[config.mk]
export PLATFORM = sky130hd
export DESIGN_NAME = lspc_top
export DESIGN_NICKNAME = d
export VERILOG_FILES = /design/src/lspc_top.v
export VERILOG_INCLUDE_DIRS = /design/src
export SDC_FILE = /design/constraint.sdc
export NUM_CORES = 2
export LEC_CHECK = 0
export BUFFER_PORTS_ARGS = -buffer_cell sky130_fd_sc_hd__buf_4
export CAP_MARGIN = 5
export CORE_ASPECT_RATIO = 1.5
export CORE_MARGIN = 3
export CORE_UTILIZATION = 61
export CTS_BUF_LIST = sky130_fd_sc_hd__clkbuf_4 sky130_fd_sc_hd__clkbuf_8 sky130_fd_sc_hd__clkbuf_16
export CTS_CLUSTER_DIAMETER = 60
export DETAILED_ROUTE_END_ITERATION = 8
export HOLD_SLACK_MARGIN = 0.02
export PLACE_DENSITY_LB_ADDON = 0.2
export SETUP_SLACK_MARGIN = 0.4
export SLEW_MARGIN = 15
export SYNTH_ARGS = -nofsm -noshare
export SYNTH_HDL_FRONTEND = slang
export SYNTH_SLANG_ARGS = --single-unit
[constraint.sdc]
create_clock -name REF_CLK_I -period 202.4 [get_ports REF_CLK_I]
set_input_delay 40.48 -clock REF_CLK_I [delete_from_list [all_inputs] [get_ports REF_CLK_I]]
set_output_delay 40.48 -clock REF_CLK_I [all_outputs]
set_load 0.01 [all_outputs]
[src/lspc_map.vh]
`ifndef LSPC_MAP_VH
`define LSPC_MAP_VH
// -----------------------------------------------------------------------
// defaults and timing
// -----------------------------------------------------------------------
`define LSPC_BAUD_SERIAL    32'd9600
`define LSPC_BAUD_NET       32'd0
`define LSPC_ACK_OFS_DEF    8'h01
`define LSPC_PAYLOAD_DEF    16'h0100
`define LSPC_CLK_HZ         32'd250000000
`define LSPC_WARMUP_MS      32'd100
`define LSPC_ACKTO_NET_MS   32'd2500
`define LSPC_NEG_LOGOUT_DUR 32'h0000_0000
`define LSPC_BITS_PER_BYTE  4'h8
`define LSPC_FRAME_BITS     4'h9
`define LSPC_FIFO_DEPTH     4
`define LSPC_FIFO_AW        2
`endif

[src/lspc_top.v]
`timescale 1ns/100ps
`include "lspc_map.vh"

// -----------------------------------------------------------------------
// fifo: parameterised width and depth, valid/ready both sides
// -----------------------------------------------------------------------
module lspc_fifo #(
	parameter WIDTH = 8,
	parameter DEPTH = `LSPC_FIFO_DEPTH,
	parameter AW    = `LSPC_FIFO_AW
) (
	input  wire             clk_i,
	input  wire             rst_i,
	input  wire [WIDTH-1:0] in_data_i,
	input  wire             in_valid_i,
	output wire             in_ready_o,
	output wire [WIDTH-1:0] out_data_o,
	output wire             out_valid_o,
	input  wire             out_ready_i
);
	reg [WIDTH-1:0] mem [0:DEPTH-1]; // storage, no reset needed
	reg [AW-1:0]    wr_q;            // write pointer
	reg [AW-1:0]    rd_q;            // read pointer
	reg [AW:0]      cnt_q;           // fill level
	wire            push;
	wire            pop;

	assign in_ready_o  = (cnt_q != DEPTH[AW:0]);
	assign out_valid_o = (cnt_q != {(AW+1){1'b0}});
	assign out_data_o  = mem[rd_q];
	assign push        = in_valid_i & in_ready_o;
	assign pop         = out_valid_o & out_ready_i;

	// storage write
	always @(posedge clk_i) begin
		if (push) begin
			mem[wr_q] <= in_data_i;
		end
	end

	// pointers and level
	always @(posedge clk_i or posedge rst_i) begin
		if (rst_i) begin
			wr_q  <= {AW{1'b0}};
			rd_q  <= {AW{1'b0}};
			cnt_q <= {(AW+1){1'b0}};
		end else begin
			if (push) begin
				wr_q <= wr_q + {{(AW-1){1'b0}}, 1'b1};
			end
			if (pop) begin
				rd_q <= rd_q + {{(AW-1){1'b0}}, 1'b1};
			end
			cnt_q <= cnt_q + {{AW{1'b0}}, push} - {{AW{1'b0}}, pop};
		end
	end
endmodule // lspc_fifo

// -----------------------------------------------------------------------
// link session port control top
// -----------------------------------------------------------------------
module lspc_top #(
	parameter [31:0] WARMUP_CYC  = (`LSPC_CLK_HZ / 32'd1000) * `LSPC_WARMUP_MS,
	parameter [31:0] ACKTO_NET_CYC = 32'd625000000, // 2500 ms at 250 MHz
	parameter [31:0] DUR_UNIT_CYC = `LSPC_CLK_HZ / 32'd1000 // logout duration unit: 1 ms
) (
	input  wire        REF_CLK_I,
	input  wire        RST_I,
	// configuration straps
	input  wire        IS_NETWORK_I,      // 1 = network_link_port, 0 = serial_link_port
	input  wire        IS_DRIVE_I,        // 1 = drive side, 0 = automation side
	// session events from the link layer (one-cycle pulses)
	input  wire        LOGIN_DONE_I,
	input  wire [31:0] NEG_BAUD_I,
	input  wire [7:0]  NEG_ACK_OFS_I,
	input  wire [15:0] NEG_PAYLOAD_I,
	input  wire        LOGOUT_DONE_I,     // logout unit received and ack sent
	input  wire [31:0] LOGOUT_DUR_I,      // duration from the logout unit, ms
	input  wire        IMPLICIT_LOGOUT_I,
	input  wire        TX_START_I,        // transmitter enters warmup
	input  wire        DISCONNECT_I,      // disconnect confirm or received
	input  wire        LOGIN_TX_ABORT_I,  // login sent with abort_exchanges_flag
	input  wire        LOGIN_RX_ABORT_I,  // login received with abort_exchanges_flag
	input  wire        RESET_ACK_I,       // ack for our device-reset unit
	input  wire        RESET_RX_I,        // reset-received indication
	input  wire        TIMEOUT_IU_I,      // network time-out unit processed
	input  wire [31:0] TIMEOUT_IU_VAL_I,  // new timeout, cycles
	// pins
	input  wire        PEER_SENSE_I,      // peer presence, high = present
	input  wire        AUTO_RESET_I,      // automation reset line
	input  wire        SER_RX_I,
	output reg         SER_TX_O,
	// transmit byte stream
	input  wire [7:0]  TX_DATA_I,
	input  wire        TX_VALID_I,
	output reg         TX_READY_O,
	// receive byte stream
	output reg  [7:0]  RX_DATA_O,
	output reg         RX_VALID_O,
	// status
	output reg  [3:0]  PORT_STATE_O,
	output reg  [1:0]  TX_STATE_O,
	output reg  [31:0] BAUD_O,
	output reg  [7:0]  ACK_OFS_O,
	output reg  [15:0] PAYLOAD_O,
	output reg  [31:0] ACK_TIMEOUT_O,
	output reg         NEXUS_LOSS_O,
	output reg         ABORT_EXCH_O,
	output reg         AER_ENABLE_O,
	output reg         LINK_IU_ALLOW_O,
	output reg         WARMUP_DONE_O
);
	// -------------------------------------------------------------------
	// states, one-hot
	// -------------------------------------------------------------------
	localparam [3:0] PS_IDLE   = 4'h1; // port_idle_state
	localparam [3:0] PS_ACTIVE = 4'h2; // port_session_active_state
	localparam [3:0] PS_CLOSED = 4'h4; // port_session_closed_state
	localparam [1:0] TS_WARM   = 2'h1; // tx_warmup_state
	localparam [1:0] TS_RUN    = 2'h2; // tx_running_state

	// -------------------------------------------------------------------
	// pin synchronisers, three flops, change when 2nd and 3rd agree
	// -------------------------------------------------------------------
	reg  [2:0] sense_s_q;    // peer sense chain
	reg  [2:0] arst_s_q;     // automation reset chain
	reg  [2:0] rxd_s_q;      // serial receive chain
	reg        sense_q;      // filtered sense
	reg        arst_q;       // filtered reset line
	reg        rxd_q;        // filtered rx level

	// stage 0 only feeds stage 1
	always @(posedge REF_CLK_I or posedge RST_I) begin
		if (RST_I) begin
			sense_s_q <= 3'h0;
			arst_s_q  <= 3'h0;
			rxd_s_q   <= 3'h7;
			sense_q   <= 1'b0;
			arst_q    <= 1'b0;
			rxd_q     <= 1'b1;
		end else begin
			sense_s_q <= {sense_s_q[1:0], PEER_SENSE_I};
			arst_s_q  <= {arst_s_q[1:0], AUTO_RESET_I};
			rxd_s_q   <= {rxd_s_q[1:0], SER_RX_I};
			if (sense_s_q[1] == sense_s_q[2]) begin
				sense_q <= sense_s_q[2];
			end
			if (arst_s_q[1] == arst_s_q[2]) begin
				arst_q <= arst_s_q[2];
			end
			if (rxd_s_q[1] == rxd_s_q[2]) begin
				rxd_q <= rxd_s_q[2];
			end
		end
	end

	// -------------------------------------------------------------------
	// session state machine and parameters
	// -------------------------------------------------------------------
	reg  [3:0]  ps_q;
	reg  [3:0]  ps_d;
	reg  [1:0]  ts_q;
	reg  [31:0] dur_q;       // remaining logout duration, ms
	reg  [31:0] ms_q;        // cycle count within one ms
	reg  [31:0] warm_q;      // warmup timer
	reg         arst_d1_q;   // previous filtered reset line
	reg         sense_d1_q;  // previous filtered sense
	wire        reset_rx;
	wire        sense_lost;
	wire        imp_lo;

	// on the drive side, a rising edge on the automation reset line counts as reset received
	assign reset_rx   = RESET_RX_I | (IS_DRIVE_I & arst_q & ~arst_d1_q);
	assign sense_lost = ~IS_NETWORK_I & sense_d1_q & ~sense_q;
	// in the network variant, disconnect in warmup or running makes an implicit logout
	assign imp_lo = IMPLICIT_LOGOUT_I |
		(IS_NETWORK_I & DISCONNECT_I & (ts_q != 2'h0));

	// next port state
	always @* begin
		ps_d = ps_q;
		case (ps_q)
			PS_IDLE: begin
				if (LOGIN_DONE_I) begin
					ps_d = PS_ACTIVE;
				end
			end
			PS_ACTIVE: begin
				if (imp_lo | LOGOUT_DONE_I) begin
					ps_d = PS_CLOSED;
				end
			end
			PS_CLOSED: begin
				if (dur_q == 32'h0) begin
					ps_d = PS_IDLE;
				end
			end
			default: begin
				ps_d = PS_IDLE;
			end
		endcase
	end

	// state, parameters, timers
	always @(posedge REF_CLK_I or posedge RST_I) begin
		if (RST_I) begin
			ps_q            <= PS_IDLE;
			ts_q            <= 2'h0;
			dur_q           <= 32'h0;
			ms_q            <= 32'h0;
			warm_q          <= 32'h0;
			arst_d1_q       <= 1'b0;
			sense_d1_q      <= 1'b0;
			PORT_STATE_O    <= PS_IDLE;
			TX_STATE_O      <= 2'h0;
			BAUD_O          <= `LSPC_BAUD_SERIAL;
			ACK_OFS_O       <= `LSPC_ACK_OFS_DEF;
			PAYLOAD_O       <= `LSPC_PAYLOAD_DEF;
			ACK_TIMEOUT_O   <= 32'h0;
			NEXUS_LOSS_O    <= 1'b0;
			ABORT_EXCH_O    <= 1'b0;
			AER_ENABLE_O    <= 1'b1;
			LINK_IU_ALLOW_O <= 1'b0;
			WARMUP_DONE_O   <= 1'b0;
		end else begin
			arst_d1_q    <= arst_q;
			sense_d1_q   <= sense_q;
			ps_q         <= ps_d;
			PORT_STATE_O <= ps_d;
			// nexus loss, one-cycle pulse
			NEXUS_LOSS_O <= LOGIN_TX_ABORT_I | LOGIN_RX_ABORT_I
				| RESET_ACK_I
				| sense_lost
				| reset_rx
				| (imp_lo & (ps_q == PS_ACTIVE));
			ABORT_EXCH_O <= 1'b0;
			// defaults held while not logged in; variant picks baud
			if ((ps_q != PS_ACTIVE) && (ps_d != PS_ACTIVE)) begin
				BAUD_O    <= IS_NETWORK_I ? `LSPC_BAUD_NET : `LSPC_BAUD_SERIAL;
				ACK_OFS_O <= `LSPC_ACK_OFS_DEF;
				PAYLOAD_O <= `LSPC_PAYLOAD_DEF;
			end
			if ((ps_q == PS_IDLE) && (ps_d == PS_ACTIVE)) begin
				BAUD_O    <= NEG_BAUD_I;
				ACK_OFS_O <= NEG_ACK_OFS_I;
				PAYLOAD_O <= NEG_PAYLOAD_I;
			end
			// logout: explicit uses carried duration, implicit uses chosen value
			if ((ps_q == PS_ACTIVE) && (ps_d == PS_CLOSED)) begin
				dur_q <= imp_lo ? `LSPC_NEG_LOGOUT_DUR : LOGOUT_DUR_I;
				ms_q  <= 32'h0;
			end else if ((ps_q == PS_CLOSED) && (dur_q != 32'h0)) begin
				if (ms_q >= DUR_UNIT_CYC - 32'h1) begin
					ms_q  <= 32'h0;
					dur_q <= dur_q - 32'h1;
				end else begin
					ms_q <= ms_q + 32'h1;
				end
			end
			// implicit logout side effects differ by device role
			if (imp_lo && (ps_q == PS_ACTIVE)) begin
				ABORT_EXCH_O <= 1'b1;
				BAUD_O    <= IS_NETWORK_I ? `LSPC_BAUD_NET : `LSPC_BAUD_SERIAL;
				ACK_OFS_O <= `LSPC_ACK_OFS_DEF;
				PAYLOAD_O <= `LSPC_PAYLOAD_DEF;
				if (IS_DRIVE_I) begin
					AER_ENABLE_O <= 1'b0;
				end
			end
			if (LOGIN_DONE_I) begin
				AER_ENABLE_O <= 1'b1;
			end
			// ack timeout: network fixed start, serial follows parameters
			if (IS_NETWORK_I) begin
				if (TIMEOUT_IU_I) begin
					ACK_TIMEOUT_O <= TIMEOUT_IU_VAL_I;
				end else if (ps_q == PS_IDLE && ps_d == PS_IDLE && ACK_TIMEOUT_O == 32'h0) begin
					ACK_TIMEOUT_O <= ACKTO_NET_CYC;
				end
			end else begin
				// simple stand-in: timeout scales with ack offset frames
				ACK_TIMEOUT_O <= {24'h0, ACK_OFS_O} * (`LSPC_CLK_HZ / 32'd1000);
			end
			// transmitter machine
			case (ts_q)
				TS_WARM: begin
					if (imp_lo) begin
						ts_q <= 2'h0;
					end else if (warm_q != 32'h0) begin
						warm_q <= warm_q - 32'h1;
					end else begin
						ts_q <= TS_RUN;
					end
				end
				TS_RUN: begin
					if (imp_lo || LOGOUT_DONE_I) begin
						ts_q <= 2'h0;
					end
				end
				default: begin
					if (TX_START_I) begin
						ts_q   <= TS_WARM;
						warm_q <= WARMUP_CYC;
					end
				end
			endcase
			TX_STATE_O      <= ts_q;
			WARMUP_DONE_O   <= (ts_q == TS_WARM) && (warm_q == 32'h0);
			LINK_IU_ALLOW_O <= (ts_q == TS_RUN);
		end
	end

	// -------------------------------------------------------------------
	// serial transmitter behind a 4-word fifo
	// -------------------------------------------------------------------
	wire [7:0]  fifo_data;
	wire        fifo_valid;
	wire        fifo_ready;
	reg  [31:0] tbit_q;      // cycles per bit
	reg  [31:0] tcnt_q;
	reg  [3:0]  tidx_q;
	reg  [8:0]  tsh_q;
	reg         tbusy_q;
	wire        tx_take;

	lspc_fifo #(.WIDTH(8), .DEPTH(`LSPC_FIFO_DEPTH), .AW(`LSPC_FIFO_AW)) u_fifo (
		.clk_i       (REF_CLK_I),
		.rst_i       (RST_I),
		.in_data_i   (TX_DATA_I),
		.in_valid_i  (TX_VALID_I & TX_READY_O),
		.in_ready_o  (fifo_ready),
		.out_data_o  (fifo_data),
		.out_valid_o (fifo_valid),
		.out_ready_i (tx_take)
	);

	// drain only when link units may go out; warmup stalls the fifo
	assign tx_take = fifo_valid & ~tbusy_q & LINK_IU_ALLOW_O;

	// 8n1 nrz, lsb first
	always @(posedge REF_CLK_I or posedge RST_I) begin
		if (RST_I) begin
			tbit_q     <= 32'h1;
			tcnt_q     <= 32'h0;
			tidx_q     <= 4'h0;
			tsh_q      <= 9'h1ff;
			tbusy_q    <= 1'b0;
			SER_TX_O   <= 1'b1;
			TX_READY_O <= 1'b0;
		end else begin
			TX_READY_O <= fifo_ready;
			// zero baud (network) falls back to the serial default
			tbit_q <= `LSPC_CLK_HZ / ((BAUD_O == 32'h0) ? `LSPC_BAUD_SERIAL : BAUD_O);
			if (tx_take) begin
				tsh_q    <= {1'b1, fifo_data};
				SER_TX_O <= 1'b0;               // start bit
				tbusy_q  <= 1'b1;
				tcnt_q   <= 32'h0;
				tidx_q   <= 4'h0;
			end else if (tbusy_q) begin
				if (tcnt_q >= tbit_q - 32'h1) begin
					tcnt_q <= 32'h0;
					if (tidx_q == `LSPC_FRAME_BITS) begin
						tbusy_q <= 1'b0; // stop bit done
					end else begin
						SER_TX_O <= tsh_q[0];
						tsh_q    <= {1'b1, tsh_q[8:1]};
						tidx_q   <= tidx_q + 4'h1;
					end
				end else begin
					tcnt_q <= tcnt_q + 32'h1;
				end
			end
		end
	end

	// -------------------------------------------------------------------
	// serial receiver, mid-bit sampling
	// -------------------------------------------------------------------
	reg  [31:0] rcnt_q;
	reg  [3:0]  ridx_q;
	reg  [7:0]  rsh_q;
	reg         rbusy_q;

	always @(posedge REF_CLK_I or posedge RST_I) begin
		if (RST_I) begin
			rcnt_q     <= 32'h0;
			ridx_q     <= 4'h0;
			rsh_q      <= 8'h0;
			rbusy_q    <= 1'b0;
			RX_DATA_O  <= 8'h0;
			RX_VALID_O <= 1'b0;
		end else begin
			RX_VALID_O <= 1'b0;
			if (!rbusy_q) begin
				if (!rxd_q) begin
					rbusy_q <= 1'b1;
					rcnt_q  <= tbit_q >> 1;
					ridx_q  <= 4'h0;
				end
			end else if (rcnt_q != 32'h0) begin
				rcnt_q <= rcnt_q - 32'h1;
			end else begin
				rcnt_q <= tbit_q - 32'h1;
				if (ridx_q == 4'h0) begin
					if (rxd_q) begin
						rbusy_q <= 1'b0; // false start
					end
					ridx_q <= 4'h1;
				end else if (ridx_q <= `LSPC_BITS_PER_BYTE) begin
					rsh_q  <= {rxd_q, rsh_q[7:1]};
					ridx_q <= ridx_q + 4'h1;
				end else begin
					rbusy_q <= 1'b0;
					if (rxd_q) begin
						RX_DATA_O  <= rsh_q; // good stop bit
						RX_VALID_O <= 1'b1;
					end
				end
			end
		end
	end
endmodule // lspc_top

==> reports/results.tsv <==
metric	value	unit
outcome	finished, violations left	
violations	capacitance limit	
dr.first_iter.drc_count	6336	
yosysMostFrequentCell	nand2_1	
r2r_end	tbit_q[0]$_DFF_PP1_	
synth-edff-count	32	
synth_ff_type	dfrtp_1	
drv_cap	1	
hold_viol_final	0	
rsz0062_at_grt	false	
grt_pass1_wl	333000	um
fin_crit	89.89	ns
antenna_found_initial	13	
synth_top_family_by_area	compound AO/OA/AOI/OAI gates	
routed_via_density	7.16	
rr_startpoint	BAUD_O[22]$_DFFE_PP0P_	
cts.path.max_buffers	3	
placed_cell_area	0.0553	sq mm
first_pass_iters	8	
die_w	245	um
postSynthCellCount	6790	
design_area	0.0571	sq mm
post-cts-setup-buffer-count	0	
synthAdderAreaFrac	0.152	
critPathLaunchType	flop	
cts.sinks	383	
core	0.0843	sq mm
synth-simple-area-share	0.218	
cts_hold_repair.buffers	0	
synthXorXnorAreaFrac	0.0802	
max_slew_margin	0.0127	
wire_per_inst	27.6	um
hold_class	reg -> reg	
path_common_cell	ha_1	
wl	224000	um
ys_seq_area_frac	0.188	
port_buffers	255	
htreeDepth	2	
fillers	7045	
clk_pin_slew	0.07	ns
cts_resized	0	
slowest_delay	1.16	ns
gp_congestion	1.14	
track_usage	0.485	
drive_gt1_frac	0.100	
syn_area	0.0521	sq mm
synth_compound_area_frac	0.288	
synthDistinctLibCells	114	
cts_root_buffer	clkbuf_16	
setup_viol	0	
clock_skew	0.0528	ns
grt_pass1_vias	56650	
yosys-top-cells-count	nand2_1, nor2_1, ha_1, a21oi_1, o21ai_0	
crit_path_end_kind	flop	
crit_slowest_cell	a2111oi_0	
muxShareOfSynthArea	0.0359	
hpwl	170000	um
cp_max_fo	41	
grt_overflow_total	0	
fp.dieArea	0.0890	sq mm
r2r_cells	293	
clk_latency	0.66	ns
dp_cells	8025	
start_util	0.618	
grt_max_degree	96	
io-pin-count	256	
drv_slew	0	
rrSetupSlack	112.51	ns
yosys.area.top_type	dfrtp_1	
ant_nets	0	
regArea	0.00978	sq mm
ys_ff_latch	383	
yosysWarningCount	0	
worstSetupPathType	reg -> reg	
fin_crit_sh	0.444	
drc	0	
required	202.96	ns
nets	7719	
hold_depth	0	
fin_cells	8122	
fmax	0.0111	GHz
avgSynthCellArea	7.67	sq um
cts_made_buffers	47	
hold_start	arst_s_q[0]$_DFF_PP0_	
tightest_slew	1.47	ns
std_cell_rows	130	
yosysTopAreaCellShare	0.158	
syn_to_final_growth	9.65	%
cts_tree	done	
whs_endpoint	arst_s_q[1]$_DFF_PP0_	
multi_input_area	0.0405	sq mm
yosys-top-cells-area	dfrtp_1, ha_1, a21oi_1, xnor2_1, nand2_1	
fp.dieH	364	um
num_vias	58116	
arrival	90.45	ns
async_reset_ff_frac	0.916	
finalSetupTns	0	ns
==> cells by family (layout without fill, tap and decap cells) <==
kind of cell,after synthesis,in the layout
multiplexers,166,166
adder cells (fa/ha/maj),624,624
AO/OA/AOI/OAI,2270,2270
flip-flops,383,383
other,1,13
XOR/XNOR,477,477
AND/OR/NAND/NOR,2358,2358
buffers and inverters,511,709
==> how the worst max path moves through the flow <==
stage,to,from,cells after the start
global route,tbit_q[0]$_DFF_PP1_,BAUD_O[22]$_DFFE_PP0P_,292
global placement,tbit_q[0]$_DFF_PP1_,BAUD_O[22]$_DFFE_PP0P_,294
floorplan,tbit_q[0]$_DFF_PP1_,BAUD_O[0]$_DFFE_PP0P_,317
finish,tbit_q[0]$_DFF_PP1_,BAUD_O[22]$_DFFE_PP0P_,293
detailed placement,tbit_q[0]$_DFF_PP1_,BAUD_O[22]$_DFFE_PP0P_,293
CTS,tbit_q[0]$_DFF_PP1_,BAUD_O[22]$_DFFE_PP0P_,291
==> per-layer routing <==
metal	global-route usage	up-vias	part of all wire
met1	0.496	27181	0.33
met2	0.795	3742	0.45
met3	0.125	1525	0.099
met4	0.478	8	0.12
met5	0	-	0.00021
li1	-	25660	-
==> through the flow <==
step            util  hold WS (ns)  setup slack [ns]
2_1_floorplan      -         0.331            133.98
4_1_cts        0.677         0.344            116.65
5_1_grt        0.678         0.358            107.79
6_report       0.678         0.343            112.51
3_5_place_dp   0.657         0.336            117.18
3_3_place_gp   0.657         0.335            118.56
==> layout make-up <==
class,instances,share of cell area
multi-input combinational,5898,0.709
clock inverter,33,0.00870
tap,1122,0.0246
clock buffer,54,0.0217
timing repair buffer,352,0.0463
antenna,10,0.000438
sequential,383,0.171
inverter,270,0.0179
==> registers in the layout (all words and copies together), names as in the netlist, 16 cells and up <==
signal and flops:
ms_q 32, tbit_q 32, rcnt_q 32, ACK_TIMEOUT_O 32, dur_q 32, PAYLOAD_O 16, tcnt_q 32, u_fifo.mem 32
BAUD_O 32, warm_q 32
==> worst max-delay path: cells and delay by family (launching register included) <==
family                   cells  cell delay [ns]
AND/OR/NAND/NOR             77            21.43
flip-flops                   1             0.52
adder cells (fa/ha/maj)     30             9.85
buffers and inverters       39            13.01
multiplexers                 3             1.10
AO/OA/AOI/OAI              144            43.55
==> placed cells by master, fill, tap and decap left out, types with 37 or more instances in the layout <==
master and count:
nand3_1 150, o211ai_1 76, ha_1 603, inv_1 260
buf_4 352, nand2_1 672, nor3_1 171, or2_2 42
and3_1 76, clkbuf_16 47, a31oi_1 167, o21ai_0 445
mux2i_1 81, o31ai_1 63, o21bai_1 54, nor2_1 645
a21o_1 205, o22ai_1 43, o21a_1 132, dfrtp_1 327
mux2_2 74, nand2b_1 112, xnor2_1 296, or3_1 78
and2_1 62, a21oi_1 538, xor2_1 181, nor4_1 83
a22o_1 37, nor2b_1 56, a211oi_1 69, nand4_1 64
Power is left out: the tool's default activity adds up to more than one toggle a clock period on the data nets, which glitch-free logic cannot reach.
